$ cat config.mk
export PLATFORM = sky130hd
export DESIGN_NAME = wmc_regs
export DESIGN_NICKNAME = d
export VERILOG_FILES = /design/src/hdl/wmc_regs.v
export VERILOG_INCLUDE_DIRS = /design/src /design/src/hdl
export SDC_FILE = /design/constraint.sdc
export NUM_CORES = 1
export LEC_CHECK = 0
export BUFFER_PORTS_ARGS = -buffer_cell sky130_fd_sc_hd__buf_2
export CAP_MARGIN = 20
export CELL_PAD_IN_SITES_DETAIL_PLACEMENT = 1
export CELL_PAD_IN_SITES_GLOBAL_PLACEMENT = 2
export CORE_ASPECT_RATIO = 1.75
export CORE_MARGIN = 2
export CORE_UTILIZATION = 30
export CTS_CLUSTER_SIZE = 25
export DETAILED_ROUTE_END_ITERATION = 8
export GPL_ROUTABILITY_DRIVEN = 0
export PLACE_DENSITY = 0.76
export SYNTH_ARGS = -nofsm -noshare
export SYNTH_HDL_FRONTEND = slang
export SYNTH_SLANG_ARGS = --single-unit
$ cat constraint.sdc
create_clock -name pclk -period 3.6 [get_ports pclk]
set_input_delay 0.18 -clock pclk [delete_from_list [all_inputs] [get_ports pclk]]
set_output_delay 0.18 -clock pclk [all_outputs]
set_load 0.02 [all_outputs]
$ cat src/hdl/wmc_map.vh
`ifndef WMC_MAP_VH
`define WMC_MAP_VH
// ---------------------------------------------
// Register indices (byte address = index * 4)
// ---------------------------------------------
`define WMC_IDX_PTR0 10'h082
`define WMC_IDX_PTR1 10'h084
`define WMC_IDX_SERIAL_PERIPH_DATA_REG 10'h086
`define WMC_IDX_POWER_CONTROL_REG 10'h087
`define WMC_IDX_WATCHDOG_MEMORY_CONTROL 10'h096
`define WMC_IDX_IE 10'h0A8
`define WMC_IDX_SERIAL_PERIPH_STATUS_REG 10'h0AA
`define WMC_IDX_IP 10'h0B8
`define WMC_IDX_SERIAL_PERIPH_CONTROL_REG 10'h0D5
`define WMC_IDX_IRQ_STAT 10'h0F8
`define WMC_IDX_IRQ_MASK 10'h0F9
// ---------------------------------------------
// Control register fields
// ---------------------------------------------
`define WMC_PS_HI 7
`define WMC_PS_LO 5
`define WMC_EE_WR_EN 4
`define WMC_EE_ACC_EN 3
`define WMC_PTR_SEL 2
`define WMC_KICK 1
`define WMC_WDT_EN 0
`define WMC_POF_BIT 4
`define WMC_SPIF_BIT 7
`define WMC_WRITE_COLLISION_FLAG_BIT 6
`define WMC_SPIE_BIT 7
`define WMC_IRQ_WDT 0
`define WMC_IRQ_EE_DONE 1
`define WMC_IRQ_WRITE_COLLISION_FLAG 2
// ---------------------------------------------
// Reset values
// ---------------------------------------------
`define WMC_RST_WATCHDOG_MEMORY_CONTROL 8'h02
`define WMC_RST_SERIAL_PERIPH_CONTROL_REG 8'h04
`define WMC_RST_BYTE 8'h00
`define WMC_RST_PTR 16'h0000
// ---------------------------------------------
// Timing
// ---------------------------------------------
`define WMC_PCLK_KHZ 20000
`define WMC_WDT_MIN_MS 16
`define WMC_WDT_MAX_MS 2048
`define WMC_EE_PROG_CYCLES 200
`endif

$ cat src/hdl/wmc_regs.v
`timescale 1ns/1ns
`include "wmc_map.vh"
module wmc_regs #(
  parameter WDT_BASE_CYCLES = `WMC_WDT_MIN_MS * `WMC_PCLK_KHZ,
  parameter EE_PROG_CYCLES = `WMC_EE_PROG_CYCLES
) (
  input wire pclk,
  input wire presetn,
  input wire por_n,
  input wire psel,
  input wire penable,
  input wire pwrite,
  input wire [11:0] paddr,
  input wire [31:0] pwdata,
  output reg [31:0] prdata,
  output reg pready,
  output reg pslverr,
  input wire xmove_req,
  input wire xmove_write,
  input wire spi_busy,
  input wire spi_done,
  input wire spi_rx_valid,
  input wire [7:0] spi_rx_data,
  output reg [15:0] data_pointer,
  output reg eeprom_route,
  output reg ext_move_start,
  output reg ee_write_start,
  output reg spi_load,
  output reg [7:0] spi_tx_data,
  output reg spi_int_req,
  output reg [5:0] interrupt_priority,
  output reg wdt_reset,
  output reg irq
);

  // ---------------------------------------------
  // State
  // ---------------------------------------------
  reg [7:0] watchdog_memory_control_reg;
  reg kick_reg;
  reg [15:0] ptr0_reg;
  reg [15:0] ptr1_reg;
  reg [7:0] serial_periph_data_reg_reg;
  reg spif_reg;
  reg write_collision_flag_reg;
  reg clr_armed_reg;
  reg [7:0] serial_periph_control_reg_reg;
  reg [7:0] ie_reg;
  reg [5:0] ip_reg;
  reg [6:0] power_control_reg_reg;
  reg pof_reg;
  reg ee_busy_reg;
  reg [31:0] ee_cnt_reg;
  reg [31:0] wdt_cnt_reg;
  reg [2:0] irq_stat_reg;
  reg [2:0] irq_mask_reg;
  reg [31:0] rd_next;
  reg hit_next;

  // ---------------------------------------------
  // Bus decode
  // ---------------------------------------------
  wire [9:0] idx = paddr[11:2];
  wire setup = psel && !penable;
  wire access = psel && penable && pready;
  wire wr = access && pwrite && !pslverr;
  wire rd = access && !pwrite && !pslverr;
  wire [7:0] wb = pwdata[7:0];
  wire ready_flag = !ee_busy_reg;
  wire [2:0] ps = watchdog_memory_control_reg[`WMC_PS_HI:`WMC_PS_LO];
  wire [31:0] wdt_limit = WDT_BASE_CYCLES << ps;
  wire wdt_expire = watchdog_memory_control_reg[`WMC_WDT_EN] && !kick_reg &&
                    (wdt_cnt_reg >= wdt_limit - 32'h0000_0001);
  wire serial_periph_data_reg_hit = access && (idx == `WMC_IDX_SERIAL_PERIPH_DATA_REG);
  wire serial_periph_data_reg_wr_ok = wr && (idx == `WMC_IDX_SERIAL_PERIPH_DATA_REG) && !spi_busy;
  wire write_collision_flag_evt = wr && (idx == `WMC_IDX_SERIAL_PERIPH_DATA_REG) && spi_busy;
  wire ee_go = xmove_req && xmove_write && watchdog_memory_control_reg[`WMC_EE_ACC_EN] &&
               watchdog_memory_control_reg[`WMC_EE_WR_EN] && ready_flag;
  wire ee_done = ee_busy_reg && (ee_cnt_reg == 32'h0000_0000);
  wire [2:0] irq_evt;

  assign irq_evt[`WMC_IRQ_WDT] = wdt_expire;
  assign irq_evt[`WMC_IRQ_EE_DONE] = ee_done;
  assign irq_evt[`WMC_IRQ_WRITE_COLLISION_FLAG] = write_collision_flag_evt;

  // Named strobes keep the clocked blocks short
  wire watchdog_memory_control_wr = wr && (idx == `WMC_IDX_WATCHDOG_MEMORY_CONTROL);
  wire power_control_reg_wr = wr && (idx == `WMC_IDX_POWER_CONTROL_REG);
  wire serial_periph_status_reg_rd = rd && (idx == `WMC_IDX_SERIAL_PERIPH_STATUS_REG);
  wire stat_clr = wr && (idx == `WMC_IDX_IRQ_STAT);
  // Expiry also clears, so a missed restart repeats the reset
  wire wdt_clear = !watchdog_memory_control_reg[`WMC_WDT_EN] || kick_reg || wdt_expire;
  wire [2:0] stat_next;

  // ---------------------------------------------
  // Sticky status, one cell per event
  // ---------------------------------------------
  genvar g;
  generate
    for (g = 0; g < 3; g = g + 1) begin : g_stat
      // Set wins: an event in the clearing cycle is never lost
      assign stat_next[g] = irq_evt[g] | (irq_stat_reg[g] & !(stat_clr && wb[g]));
    end
  endgenerate

  // ---------------------------------------------
  // Read mux
  // ---------------------------------------------

  always @* begin
    rd_next = 32'h0000_0000;
    hit_next = 1'b1;
    case (idx)
      `WMC_IDX_PTR0: rd_next[15:0] = ptr0_reg;
      `WMC_IDX_PTR1: rd_next[15:0] = ptr1_reg;
      `WMC_IDX_SERIAL_PERIPH_DATA_REG: rd_next[7:0] = serial_periph_data_reg_reg;
      `WMC_IDX_POWER_CONTROL_REG: rd_next[7:0] = {power_control_reg_reg[6:4], pof_reg, power_control_reg_reg[3:0]};
      `WMC_IDX_WATCHDOG_MEMORY_CONTROL: rd_next[7:0] = {watchdog_memory_control_reg[7:2], ready_flag, watchdog_memory_control_reg[0]};
      `WMC_IDX_IE: rd_next[7:0] = {ie_reg[7], 1'b0, ie_reg[5:0]};
      `WMC_IDX_SERIAL_PERIPH_STATUS_REG: rd_next[7:0] = {spif_reg, write_collision_flag_reg, 6'b00_0000};
      `WMC_IDX_IP: rd_next[5:0] = ip_reg;
      `WMC_IDX_SERIAL_PERIPH_CONTROL_REG: rd_next[7:0] = serial_periph_control_reg_reg;
      `WMC_IDX_IRQ_STAT: rd_next[2:0] = irq_stat_reg;
      `WMC_IDX_IRQ_MASK: rd_next[2:0] = irq_mask_reg;
      default: hit_next = 1'b0;
    endcase
    if (paddr[1:0] != 2'b00) begin
      hit_next = 1'b0;
    end
  end

  // ---------------------------------------------
  // Bus answer, one access cycle, no wait
  // ---------------------------------------------
  always @(posedge pclk or negedge presetn) begin
    if (!presetn) begin
      pready <= 1'b0;
      pslverr <= 1'b0;
      prdata <= 32'h0000_0000;
    end else begin
      pready <= setup;
      if (setup) begin
        pslverr <= !hit_next;
        prdata <= hit_next ? rd_next : 32'h0000_0000;
      end else begin
        pslverr <= 1'b0;
      end
    end
  end

  // ---------------------------------------------
  // Control register, pointers, plain registers
  // ---------------------------------------------
  always @(posedge pclk or negedge presetn) begin
    if (!presetn) begin
      watchdog_memory_control_reg <= `WMC_RST_WATCHDOG_MEMORY_CONTROL;
      kick_reg <= 1'b0;
      ptr0_reg <= `WMC_RST_PTR;
      ptr1_reg <= `WMC_RST_PTR;
      serial_periph_control_reg_reg <= `WMC_RST_SERIAL_PERIPH_CONTROL_REG;
      ie_reg <= `WMC_RST_BYTE;
      ip_reg <= 6'b00_0000;
      power_control_reg_reg <= 7'b000_0000;
      irq_mask_reg <= 3'b000;
    end else begin
      kick_reg <= watchdog_memory_control_wr && wb[`WMC_KICK];
      if (wr) begin
        case (idx)
          `WMC_IDX_WATCHDOG_MEMORY_CONTROL: watchdog_memory_control_reg <= {wb[7:2], 1'b0, wb[0]};
          `WMC_IDX_PTR0: ptr0_reg <= pwdata[15:0];
          `WMC_IDX_PTR1: ptr1_reg <= pwdata[15:0];
          `WMC_IDX_SERIAL_PERIPH_CONTROL_REG: serial_periph_control_reg_reg <= wb;
          `WMC_IDX_IE: ie_reg <= {wb[7], 1'b0, wb[5:0]};
          `WMC_IDX_IP: ip_reg <= wb[5:0];
          `WMC_IDX_POWER_CONTROL_REG: power_control_reg_reg <= {wb[7:5], wb[3:0]};
          `WMC_IDX_IRQ_MASK: irq_mask_reg <= wb[2:0];
          default: ;
        endcase
      end
    end
  end

  // ---------------------------------------------
  // Power-lost flag, power-on sets it, a register write loads it from data bit 4
  // ---------------------------------------------
  always @(posedge pclk or negedge por_n) begin
    if (!por_n) begin
      pof_reg <= 1'b1;
    end else if (power_control_reg_wr) begin
      pof_reg <= wb[`WMC_POF_BIT];
    end
  end

  // ---------------------------------------------
  // Serial data register, no reset on purpose
  // ---------------------------------------------
  always @(posedge pclk) begin
    if (serial_periph_data_reg_wr_ok) begin
      serial_periph_data_reg_reg <= wb;
    end else if (spi_rx_valid) begin
      serial_periph_data_reg_reg <= spi_rx_data;
    end
  end

  // ---------------------------------------------
  // Transmit hand-over, second buffer stage
  // ---------------------------------------------
  always @(posedge pclk or negedge presetn) begin
    if (!presetn) begin
      spi_load <= 1'b0;
      spi_tx_data <= `WMC_RST_BYTE;
    end else begin
      spi_load <= serial_periph_data_reg_wr_ok;
      // Held until the next accepted write, so the shifter may load late
      if (serial_periph_data_reg_wr_ok) begin
        spi_tx_data <= wb;
      end
    end
  end

  // ---------------------------------------------
  // Collision and done flags
  // ---------------------------------------------
  // Set wins over the clear sequence
  always @(posedge pclk or negedge presetn) begin
    if (!presetn) begin
      spif_reg <= 1'b0;
      write_collision_flag_reg <= 1'b0;
      clr_armed_reg <= 1'b0;
    end else begin
      if (serial_periph_status_reg_rd) begin
        clr_armed_reg <= spif_reg && write_collision_flag_reg;
      end else if (serial_periph_data_reg_hit) begin
        clr_armed_reg <= 1'b0;
      end
      if (spi_done) begin
        spif_reg <= 1'b1;
      end else if (serial_periph_data_reg_hit && clr_armed_reg) begin
        spif_reg <= 1'b0;
      end
      if (write_collision_flag_evt) begin
        write_collision_flag_reg <= 1'b1;
      end else if (serial_periph_data_reg_hit && clr_armed_reg) begin
        write_collision_flag_reg <= 1'b0;
      end
    end
  end

  // ---------------------------------------------
  // Data moves and EEPROM programming
  // ---------------------------------------------
  always @(posedge pclk or negedge presetn) begin
    if (!presetn) begin
      data_pointer <= `WMC_RST_PTR;
      eeprom_route <= 1'b0;
      ext_move_start <= 1'b0;
      ee_write_start <= 1'b0;
      ee_busy_reg <= 1'b0;
      ee_cnt_reg <= 32'h0000_0000;
    end else begin
      data_pointer <= watchdog_memory_control_reg[`WMC_PTR_SEL] ? ptr1_reg : ptr0_reg;
      eeprom_route <= watchdog_memory_control_reg[`WMC_EE_ACC_EN];
      ext_move_start <= xmove_req && !watchdog_memory_control_reg[`WMC_EE_ACC_EN];
      // Write without the enable bit is dropped, protecting the cells
      ee_write_start <= ee_go;
      if (ee_go) begin
        ee_busy_reg <= 1'b1;
        ee_cnt_reg <= EE_PROG_CYCLES - 1;
      end else if (ee_done) begin
        ee_busy_reg <= 1'b0;
      end else if (ee_busy_reg) begin
        ee_cnt_reg <= ee_cnt_reg - 32'h0000_0001;
      end
    end
  end

  // ---------------------------------------------
  // Watchdog
  // ---------------------------------------------
  always @(posedge pclk or negedge presetn) begin
    if (!presetn) begin
      wdt_cnt_reg <= 32'h0000_0000;
      wdt_reset <= 1'b0;
    end else begin
      wdt_reset <= wdt_expire;
      if (wdt_clear) begin
        wdt_cnt_reg <= 32'h0000_0000;
      end else begin
        wdt_cnt_reg <= wdt_cnt_reg + 32'h0000_0001;
      end
    end
  end

  // ---------------------------------------------
  // Interrupt status, mask and outputs
  // ---------------------------------------------
  always @(posedge pclk or negedge presetn) begin
    if (!presetn) begin
      irq_stat_reg <= 3'b000;
      irq <= 1'b0;
      spi_int_req <= 1'b0;
      interrupt_priority <= 6'b00_0000;
    end else begin
      irq_stat_reg <= stat_next;
      irq <= |(irq_stat_reg & irq_mask_reg);
      spi_int_req <= spif_reg && serial_periph_control_reg_reg[`WMC_SPIE_BIT];
      interrupt_priority <= ip_reg;
    end
  end

endmodule

Word-level counts from Yosys, hierarchy flattened
Cells that the tools add are included.
Widths: inputs -> output; s select.
- input port bits: 63
- output and inout port bits: 71
- word-level logic and storage cells: 140
- register bits: 223
- latch bits: 0
- memory bits (read-only): 0
- bits in writable memories: 0
- memories: 0
- reduce and logical (&&, ||, !) cells: 63
- bitwise logic cells: 7
- divide/modulo/power cells: 0
- multipliers: 0
- magnitude comparators: 1
- eq/ne operators: 12
- mux-type cells: 22
- shift operators: 1
- add/sub/neg operators: 3
- operator list (kind ; number):
    $mux 32 ; 4
    $eq 10x8->1 const B ; 11
    $sub 32x1->32 const B ; 2
    $add 32x1->32 const B ; 1
    $ge 32x32->1 ; 1
    $logic_not 32->1 ; 1
    $mux 16 ; 2
    $shl 19x3->32 const A ; 1
    $logic_and 1x1->1 ; 30
    $pmux 3 s10 ; 1
    $pmux 3 s8 ; 1
    $reduce_and 2->1 ; 9
    $mux 8 ; 2
    $pmux 2 s8 ; 1
    $pmux 8 s2 ; 1
    $reduce_bool 2->1 ; 7
    $logic_not 1->1 ; 12
    $reduce_or 11->1 ; 1
    $mux 1 ; 10
    $and 1x1->1 ; 3
    $and 3x3->3 ; 1
    $or 1x1->1 ; 3
    $reduce_or 3->1 ; 1
    $logic_or 1x1->1 ; 2
    $ne 2x2->1 const B ; 1

Longest topological paths before layout
Gate-level depths: netlist (run 1).
- depth after elaboration: 9
- gate-level depth with buffers: 15
- gate-level depth less buffers: 13

Worst setup path before layout (run 1)
No wires, ideal clock.
- path type: register to register
- start point: register watchdog_memory_control_reg[6]
- end point: register irq_stat_reg[0]
- data required time: 3479 ps
- stages on the path, launching flop included: 14
- path slack: 153 ps
- arrival: 3326 ps
- cells stage by stage: dfrtp_1 clkbuf_1 inv_1 ha_1 a2111o_1 nor3_1 xnor2_1 a21oi_1 ha_1 a41oi_1 o21ai_0 a221o_1 or2_2 o22a_1
- word-level cells in the longest chain between the ends: 5
- RTL lines (what ; line ; RTL):
    from (decl) ; wmc_regs.v:39 ; reg [7:0] watchdog_memory_control_reg;
    from (signal assigned) ; wmc_regs.v:156 ; watchdog_memory_control_reg <= `WMC_RST_WATCHDOG_MEMORY_CONTROL;
    from (signal assigned) ; wmc_regs.v:169 ; `WMC_IDX_WATCHDOG_MEMORY_CONTROL: watchdog_memory_control_reg <= {wb[7:2], 1'b0, wb[0]};
    $shl 19x3->32 ; wmc_regs.v:71 ; wire [31:0] wdt_limit = WDT_BASE_CYCLES << ps;
    $sub 32x1->32 ; wmc_regs.v:73 ; (wdt_cnt_reg >= wdt_limit - 32'h0000_0001);
    $ge 32x32->1 ; wmc_regs.v:73 ;
    $logic_and 1x1->1 ; wmc_regs.v:72 ; wire wdt_expire = watchdog_memory_control_reg[`WMC_WDT_EN] && !kick_reg &&
    $or 1x1->1 ; wmc_regs.v:102 ; assign stat_next[g] = irq_evt[g] | (irq_stat_reg[g] & !(stat_clr && wb[g]));
    net stat_next[0] ; wmc_regs.v:93 ; wire [2:0] stat_next;
    to (signal assigned) ; wmc_regs.v:304 ; irq_stat_reg <= stat_next;
    to (decl) ; wmc_regs.v:55 ; reg [2:0] irq_stat_reg;
The timed path passes the listed nets, and every way through them passes these cells.
A chain may end at the register's enable or synchronous reset.

Final worst setup path (run 1)
- start point: register watchdog_memory_control_reg[6]
- end point: register wdt_cnt_reg[4]
- word-level cells in the longest chain between the ends: 6
- RTL lines (what ; line ; RTL):
    $shl 19x3->32 ; wmc_regs.v:71 ;
    $sub 32x1->32 ; wmc_regs.v:73 ;
    $ge 32x32->1 ; wmc_regs.v:73 ;
    $logic_and 1x1->1 ; wmc_regs.v:72 ;
    $logic_or 1x1->1 ; wmc_regs.v:92 ; wire wdt_clear = !watchdog_memory_control_reg[`WMC_WDT_EN] || kick_reg || wdt_expire;
    $mux 32 ; wmc_regs.v:286 ; if (wdt_clear) begin
    to (signal assigned) ; wmc_regs.v:289 ; wdt_cnt_reg <= wdt_cnt_reg + 32'h0000_0001;
    to (decl) ; wmc_regs.v:54 ; reg [31:0] wdt_cnt_reg;
Every way passes these cells.

==> results of run 1 <==
-- worst min-delay path by stage --
stage / startpoint / endpoint / cells after the start / slack [ps]
CTS: spi_rx_data[0] / serial_periph_data_reg_reg[0]$_DFFE_PP_ / 2 / 10
detailed placement: por_n / pof_reg$_DFFE_PN1P_ / 1 / 120
global placement: por_n / pof_reg$_DFFE_PN1P_ / 1 / 120
finish: spi_rx_data[0] / serial_periph_data_reg_reg[0]$_DFFE_PP_ / 2 / 20
global route: spi_rx_data[6] / serial_periph_data_reg_reg[6]$_DFFE_PP_ / 2 / 10
floorplan: presetn / clr_armed_reg$_DFFE_PN0P_ / 0 / -120
-- logic make-up (layout without fill, tap and decap cells) --
group	after synthesis	in the layout	synth area share, %
simple gates	280	280	16.6
flops	206	206	49.6
compound gates	159	159	10.9
mux	109	109	11.6
buf+inv	92	211	4.48
xor+xnor	35	35	2.93
fa+ha+maj	32	32	3.82
other cells	1	22	0.0358
-- per-layer routing --
metal	global-route usage, %	up-vias
li1	-	3610
met3	1.85	72
met1	17.8	3995
met2	34.6	124
met4	7.34	4
met5	0	-
-- layout make-up --
type | count | area [um^2] | share of cell area [%]
multi-input combinational | 636 | 4880 | 39.4
antenna | 1 | 2.50 | 0.0202
sequential | 206 | 5200 | 41.9
clock buffer | 34 | 657 | 5.29
clock inverter | 5 | 76.3 | 0.615
tap | 460 | 576 | 4.64
timing repair buffer | 148 | 927 | 7.47
inverter | 24 | 90.1 | 0.726
-- worst max-delay path: stages (launching register included) --
cell and delay [ps]:
sky130_fd_sc_hd__dfrtp_1 370, sky130_fd_sc_hd__buf_4 160, sky130_fd_sc_hd__inv_1 90, sky130_fd_sc_hd__ha_1 200, sky130_fd_sc_hd__a2111o_1 470, sky130_fd_sc_hd__nor3_1 200
sky130_fd_sc_hd__xnor2_1 150, sky130_fd_sc_hd__a21oi_1 90, sky130_fd_sc_hd__ha_1 310, sky130_fd_sc_hd__a41oi_1 180, sky130_fd_sc_hd__o21ai_0 130, sky130_fd_sc_hd__a221o_1 380
sky130_fd_sc_hd__buf_4 240, sky130_fd_sc_hd__nor4_1 290
-- cell usage after synthesis, types with 8 or more instances --
| cell | n | area, um^2 |
|---|---|---|
| sky130_fd_sc_hd__dfrtp_1 | 196 | 4900 |
| sky130_fd_sc_hd__mux2_2 | 101 | 1140 |
| sky130_fd_sc_hd__xnor2_1 | 23 | 201 |
| sky130_fd_sc_hd__or3_1 | 14 | 87.6 |
| sky130_fd_sc_hd__buf_2 | 15 | 75.1 |
| sky130_fd_sc_hd__xor2_1 | 12 | 105 |
| sky130_fd_sc_hd__o21ai_0 | 30 | 150 |
| sky130_fd_sc_hd__nand4_1 | 9 | 56.3 |
| sky130_fd_sc_hd__o31ai_1 | 12 | 90.1 |
| sky130_fd_sc_hd__nor2b_1 | 8 | 50.1 |
| sky130_fd_sc_hd__or4_1 | 8 | 60.1 |
| sky130_fd_sc_hd__a22o_1 | 22 | 193 |
| sky130_fd_sc_hd__mux2i_1 | 8 | 80.1 |
| sky130_fd_sc_hd__edfxtp_1 | 8 | 240 |
| sky130_fd_sc_hd__ha_1 | 32 | 400 |
| sky130_fd_sc_hd__inv_1 | 24 | 90.1 |
| sky130_fd_sc_hd__and3_1 | 11 | 68.8 |
| sky130_fd_sc_hd__a21oi_1 | 34 | 170 |
| sky130_fd_sc_hd__nand3_1 | 28 | 140 |
| sky130_fd_sc_hd__clkbuf_1 | 25 | 93.8 |
| sky130_fd_sc_hd__nand2_1 | 44 | 165 |
| sky130_fd_sc_hd__and2_1 | 9 | 56.3 |
| sky130_fd_sc_hd__a22oi_1 | 8 | 60.1 |
| sky130_fd_sc_hd__nor4_1 | 38 | 238 |
| sky130_fd_sc_hd__nor2_1 | 30 | 113 |
| sky130_fd_sc_hd__nor3_1 | 22 | 110 |
| sky130_fd_sc_hd__buf_4 | 19 | 143 |
-- power by group through the flow --
stage | logic [mW] | clock network (mW) | registers, mW
floorplan | 0.0836 | 0 | 2.39
global placement | 0.199 | 0 | 2.39
detailed placement | 0.202 | 0 | 2.39
CTS | 0.218 | 2.42 | 2.35
global route | 0.233 | 2.50 | 2.35
finish | 0.214 | 2.34 | 2.35
-- metrics by stage --
stage	instances	hold slack, ps	cell area (um^2)	setup slack, ps	util, %
floorplan	934	-116	10600	153	-
global placement	1455	116	11500	366	33.3
detailed placement	1455	116	11500	193	33.3
CTS	1513	9.65	12400	206	36.0
global route	1514	10.7	12400	6.89	36.0
finish	1514	24.0	12400	214	36.0
==> results by stage, run 1 <==
Status:
- The run finished with clean final reports.

Timing:
- The final number of hold-violating endpoints is 0.
- The worst path uses 94.1% of the clock period.
- The number of max-slew violations in the final report was 0.
- Setup repair after global routing left no endpoint under its margin.
- The clock period minus worst slack is 3390 ps.
- Across the routed clock network, the largest skew measured is 18.1 ps.
- The actual slew at the worst max-slew pin is 904 ps.
- Headroom to the max-slew limit came out at 39.7%.
- The maximum clock frequency is 0.295 GHz.
- The setup violation total in the final timing report is 0.
- The total negative slack for setup checks is 0 ps.

Worst setup path:
- The worst-case reg-to-reg path depth is 13.
- In this run the critical register-to-register path is captured at wdt_cnt_reg[4]$_DFF_PN0_.
- The critical path starts at watchdog_memory_control_reg[6]$_DFFE_PN0P_.
- Data arrives at the worst endpoint at 3800 ps.
- The worst flop-to-flop path startpoint is watchdog_memory_control_reg[6]$_DFFE_PN0P_.
- STA classifies the critical path endpoint as a flop.
- For the worst setup path, the data required time is 4010 ps.
- The worst setup path is launched from a flop.
- The timing endpoint of the critical path is wdt_cnt_reg[4]$_DFF_PN0_.
- The maximum fanout along the worst path is 28.
- Across all register-to-register paths, the minimum setup slack is 210 ps.
- The type of the worst setup path is reg2reg.

Clock tree:
- Gates resized during post-CTS repair numbered 0.
- The maximum number of buffers from clock root to sink is 3.
- The maximum level of the CTS H-tree is 1.
- After clock tree synthesis, the flow added hold-fix buffers numbering 19.
- The clock-pin transition on the worst setup and hold timing paths is 60 ps.
- The source-to-sink clock delay at the later pin of the worst-skew pair is 520 ps.
- The clock root buffer is sky130_fd_sc_hd__clkbuf_16.
- Once the clock tree was built, the setup fixing pass inserted 0 buffers.
- Counting every sink on the clock net gives 206.
- The TritonCTS buffer count is 22.
- The TritonCTS clock tree is done.

Drt:
- In the final routing, the length of wire on met1 measures 11400 um.
- The number of antenna-violating nets in the routed design is 0.
- The number of DRC violations after detailed routing is 0.
- The total number of vias is 7805.
- Using the TritonRoute via totals, the vias-per-cell ratio works out to 5.16.
- The overall routed net length is 31500 um.
- The violation count after the first detailed-route iteration is 226.
- The highest routed metal layer is met5.
- The first detailed-routing pass ran for 4 iterations.
- Wire segments on met3 add up to 809 um in the final route.
- The routed design uses 17900 um of met2 wire.
- The per-cell routed wire length is 20.8 um.

Pwr:
- The analysis attributes to net switching a power of 1.11 mW.
- The proportion of power drawn by the clock network is 47.7%.
- Overall power consumption after layout is estimated at 4.90 mW.
- The switching power as a share of total power is 22.6%.
- For this design the static power due to leakage is 5.48 nW.
- The power share of the sequential group is 47.9%.
- The logic gate share of total power is 4.4%.
- The peak supply drop is 276 uV.
- The design internal power is 3.80 mW.
- The cell area power density is 395 mW/mm^2.

GRT:
- The first-pass GRT wire length is 49300 um.
- In the global route stage, overall resource usage came out at 17.2%.
- The number of antenna violations at the first check in global routing is 3.
- The total congestion overflow is 0.
- The largest net degree at the start of global routing is 94.
- The via count of the first global-routing pass came to 8471.

Synthesis:
- For this run, the number of Yosys warnings is 0.
- The sequential share of the synthesized area is 49.6%.
- The unique cell type count in the Yosys netlist is 89.
- For this run, the leading register cell type out of synthesis is sky130_fd_sc_hd__dfrtp_1.
- The synthesized design contains 206 register bits.
- The fraction of synthesis flops using an asynchronous set or reset pin is 96.1%.
- In this run, synthesis inferred 8 flip-flops with an integrated enable.
- The mean post-synth cell area is 11.5 um^2.
- The post-synthesis cell area is 0.0105 mm^2.
- Counting every instance in the synthesized netlist gives 914.

Placed design:
- Input and output buffers added on the ports amount to 101.
- The final HPWL from detailed placement is 23000 um.

Worst hold path:
- The worst hold path belongs to the class in2reg.

Layout:
- The filler cell count in the final layout is 3909.
- The library cells used most frequently in the layout, excluding fill and tap cells, are 196 x sky130_fd_sc_hd__dfrtp_1, 101 x sky130_fd_sc_hd__mux2_2, 100 x sky130_fd_sc_hd__buf_2.
- The most common library cell in the layout ignoring fill and taps is sky130_fd_sc_hd__dfrtp_1.
- The final layout contains 1133 nets.
- The area growth from synthesis to final layout is 18.5%.
- Of the cells placed in the final design, the portion with a size suffix greater than 1 is 28.5%.

Floorplan:
- The number of I/O pins is 134.
- Measured along the y axis, the die boundary spans 251 um.
- The placeable core region is 0.0345 mm^2.
- The die covers 0.0365 mm^2.
- The floorplan has 90 rows.
- Measured along the x axis, the die boundary spans 145 um.
- The starting utilization of the core area is 30.4%.

Job:
- The tool flagged a number of max-cap violations equal to 0.
(Power assumes the default switching activity.)
==> run 2: changes to the inputs <==
--- a/config.mk
+++ b/config.mk
@@ -16,7 +16,8 @@
 export CTS_CLUSTER_SIZE = 25
 export DETAILED_ROUTE_END_ITERATION = 8
 export GPL_ROUTABILITY_DRIVEN = 0
-export PLACE_DENSITY = 0.76
+export HOLD_SLACK_MARGIN = 0.15
+export PLACE_DENSITY = 0.74
 export SYNTH_ARGS = -nofsm -noshare
 export SYNTH_HDL_FRONTEND = slang
 export SYNTH_SLANG_ARGS = --single-unit
==> constraint.sdc (replaced) <==
create_clock -name pclk -period 4.4 [get_ports pclk]
set_input_delay 0.22 -clock pclk [delete_from_list [all_inputs] [get_ports pclk]]
set_output_delay 0.22 -clock pclk [all_outputs]
set_load 0.02 [all_outputs]
==> run 2 against run 1 <==
Setup slack gained 600 ps. Critical path depth stayed put. Final cell count is 0.13% higher. Global-route usage grew 0.17 points. Non-clock buffer count grew 2. Power shrank 18%. Register-to-register slack improved by 600 ps. Sequential power shrank 18%. First-iteration DRC count is 42% higher. Clock skew decreased by 5.1 ps. Utilization increased by 0.18 points. Critical path type unchanged. Largest cell class unchanged.
==> results by stage, run 2 (synthesized netlist as in run 1, its figures left out) <==
Timing:
- The normalized max-slew margin was 19.1% (was 39.7%).
- The number of max-slew violations in the final report is 0 (unchanged).
- The actual slew at the worst max-slew pin was 1180 ps (was 904 ps).
- The clock period minus worst slack came to 3580 ps (was 3390 ps).
- The maximum clock frequency is 0.279 GHz (was 0.295 GHz).
- The fraction of the cycle the final worst path needs came to 81.5% (was 94.1%).
- The final number of hold-violating endpoints came to 0 (unchanged).
- The setup violation total in the final timing report is 0 (unchanged).
- The largest clock skew in the final design is 13.0 ps (was 18.1 ps).
- The total negative slack for setup checks was 0 ps (unchanged).
- Unrepaired setup endpoints after global routing: no (unchanged).

Layout:
- The area growth from synthesis to final layout came to 19.1% (was 18.5%).
- The multi-input logic area is 0.00488 mm^2 (unchanged).
- The sequential cell area was 0.00520 mm^2 (unchanged).
- Commonest cells after routing, fill and taps aside: 196 x sky130_fd_sc_hd__dfrtp_1, 101 x sky130_fd_sc_hd__mux2_2, 100 x sky130_fd_sc_hd__buf_2 (unchanged).
- The count of inserted antenna diode cells was 0 (was 1).
- The share of layout cells above drive strength 1 is 27.6% (was 28.5%).
- The net total in the final layout is 1135 (was 1133).
- The utilization after layout is 36.2% (was 36.0%).
- The filler cell count in the final layout is 3858 (was 3909).
- The most common library cell in the layout ignoring fill and taps is sky130_fd_sc_hd__dfrtp_1 (unchanged).

Drt:
- The per-cell routed wire length was 20.8 um (about the same).
- The number of DRC violations after detailed routing was 0 (unchanged).
- The number of detailed-routing iterations run before antenna repair was 4 (unchanged).
- The number of antenna-violating nets in the routed design is 0 (unchanged).
- The via density per instance is 5.11 (was 5.16).
- The overall routed net length is 31500 um (unchanged).
- The violation count after the first detailed-route iteration came to 322 (was 226).
- The total number of vias was 7752 (was 7805).

Clock tree:
- The TritonCTS buffer count is 22 (unchanged).
- The clock-pin transition on the worst setup and hold timing paths was 70 ps (was 60 ps).
- The post-cts sizing count came to 0 (unchanged).
- The source-to-sink clock delay at the later pin of the worst-skew pair is 520 ps (about the same).
- The maximum number of buffers from clock root to sink came to 3 (unchanged).
- The maximum level of the CTS H-tree came to 1 (unchanged).
- The TritonCTS clock tree is done (unchanged).
- The number of sinks driven by the clock tree came to 206 (unchanged).
- The buffers inserted during post-CTS setup optimization is 0 (unchanged).
- The clock root buffer is sky130_fd_sc_hd__clkbuf_16 (unchanged).

Status:
- Status: complete, no violations (unchanged).

Worst setup path:
- The type of the worst setup path is reg2reg (unchanged).
- The startpoint kind of the worst setup timing path is a flop (unchanged).
- The data arrival time of the worst path was 4000 ps (was 3800 ps).
- The kind of end point of the critical path is a flop (unchanged).
- The register-to-register setup slack came to 820 ps (was 210 ps).
- The worst-case reg-to-reg path depth came to 13 (unchanged).
- The maximum fanout along the worst path is 24 (was 28).
- The endpoint required time on the critical path is 4820 ps (was 4010 ps).

GRT:
- The global routing usage on met1 is 18.1% (was 17.8%).
- The total congestion overflow is 0 (unchanged).
- The met2 track demand over resource is 34.3% (was 34.6%).
- The largest net degree at the start of global routing is 96 (was 94).
- The met3 track demand over resource in global routing came to 2.30% (was 1.85%).
- The first-pass GRT wire length is 50000 um (was 49300 um).
- The global-route layer with the greatest usage is met2 (unchanged).
- The via count of the first global-routing pass is 8446 (was 8471).
- The overall routing resource usage is 17.4% (was 17.2%).
- The number of antenna violations at the first check in global routing came to 3 (unchanged).

Floorplan:
- The chip height was 251 um (unchanged).
- The starting utilization of the core area came to 30.4% (unchanged).
- The overall die area is 0.0365 mm^2 (unchanged).
- The placeable core region was 0.0345 mm^2 (unchanged).
- The width of the chip is 145 um (unchanged).
- The number of core rows was 90 (unchanged).
- The number of I/O pins came to 134 (unchanged).

Worst hold path:
- The worst hold path depth was 2 (unchanged).
- The path class of the lowest-slack min-delay path is in2reg (unchanged).

Pwr:
- The cell area power density is 324 mW/mm^2 (was 395 mW/mm^2).
- The peak supply drop came to 202 uV (was 276 uV).
- The leakage power of the design is 5.49 nW (was 5.48 nW).

Job:
- The max capacitance violation total is 0 (unchanged).

Placed design:
- The quantity of I/O buffers inserted on ports was 101 (unchanged).
- The final HPWL from detailed placement was 22900 um (was 23000 um).
[run 2: repair_timing]
action / 4_1_cts / 5_1_grt
hold buffers: 35 / 0
endpoints found under the hold margin: 148 / 0
setup endpoints to repair: 0 / 0
[run 2: report_power, final]
part           switching, mW  internal [mW]  leakage [nW]
logic                  0.126         0.0575          2.47
registers            0.00728           1.92          2.65
clock network          0.789           1.14         0.369
[run 2: worst max-delay path, stage by stage (launching register included)]
cell                       delay (ps)
sky130_fd_sc_hd__dfrtp_1          410
sky130_fd_sc_hd__buf_4            200
sky130_fd_sc_hd__ha_1             220
sky130_fd_sc_hd__nor2b_1          160
sky130_fd_sc_hd__a2111o_1         440
sky130_fd_sc_hd__nor3_1           200
sky130_fd_sc_hd__xnor2_1          160
sky130_fd_sc_hd__a21oi_1           90
sky130_fd_sc_hd__ha_1             320
sky130_fd_sc_hd__a41oi_1          180
sky130_fd_sc_hd__o21ai_0          130
sky130_fd_sc_hd__a221o_1          450
sky130_fd_sc_hd__buf_4            260
sky130_fd_sc_hd__nor4_1           260
[run 2: per-layer routing]
metal  part of all wire, %  vias up
met3                   2.9       62
met5                 0.079        -
li1                      -     3608
met4                   4.2        6
met2                    57      120
met1                    36     3956
[run 2: metrics by stage]
step	total power, mW	setup slack (ps)	cells	hold slack (ps)	instance area (um^2)
after floorplan	2.02	953	934	-75.6	10600
after global placement	2.12	861	1441	155	11400
after detailed placement	2.12	811	1441	162	11400
after CTS	4.10	780	1516	180	12500
after global routing	4.18	486	1516	216	12500
final	4.04	815	1516	200	12500
[run 2: final timing paths]
check,end,from
max,wdt_cnt_reg[11]$_DFF_PN0_,watchdog_memory_control_reg[6]$_DFFE_PN0P_
min,serial_periph_data_reg_reg[6]$_DFFE_PP_,spi_rx_valid
max reg2reg,wdt_cnt_reg[11]$_DFF_PN0_,watchdog_memory_control_reg[6]$_DFFE_PN0P_
min reg2reg,interrupt_priority[4]$_DFF_PN0_,ip_reg[4]$_DFFE_PN0P_
max in group asynchronous,data_pointer[6]$_DFF_PN0_,presetn
min in group asynchronous,spi_tx_data[1]$_DFFE_PN0P_,presetn
[run 2: cell type report]
class	count	share of cell area [%]
inverter	24	0.722
sequential	206	41.7
timing repair buffer	150	7.87
tap	460	4.61
clock inverter	9	0.782
multi-input combinational	636	39.2
clock buffer	31	5.18
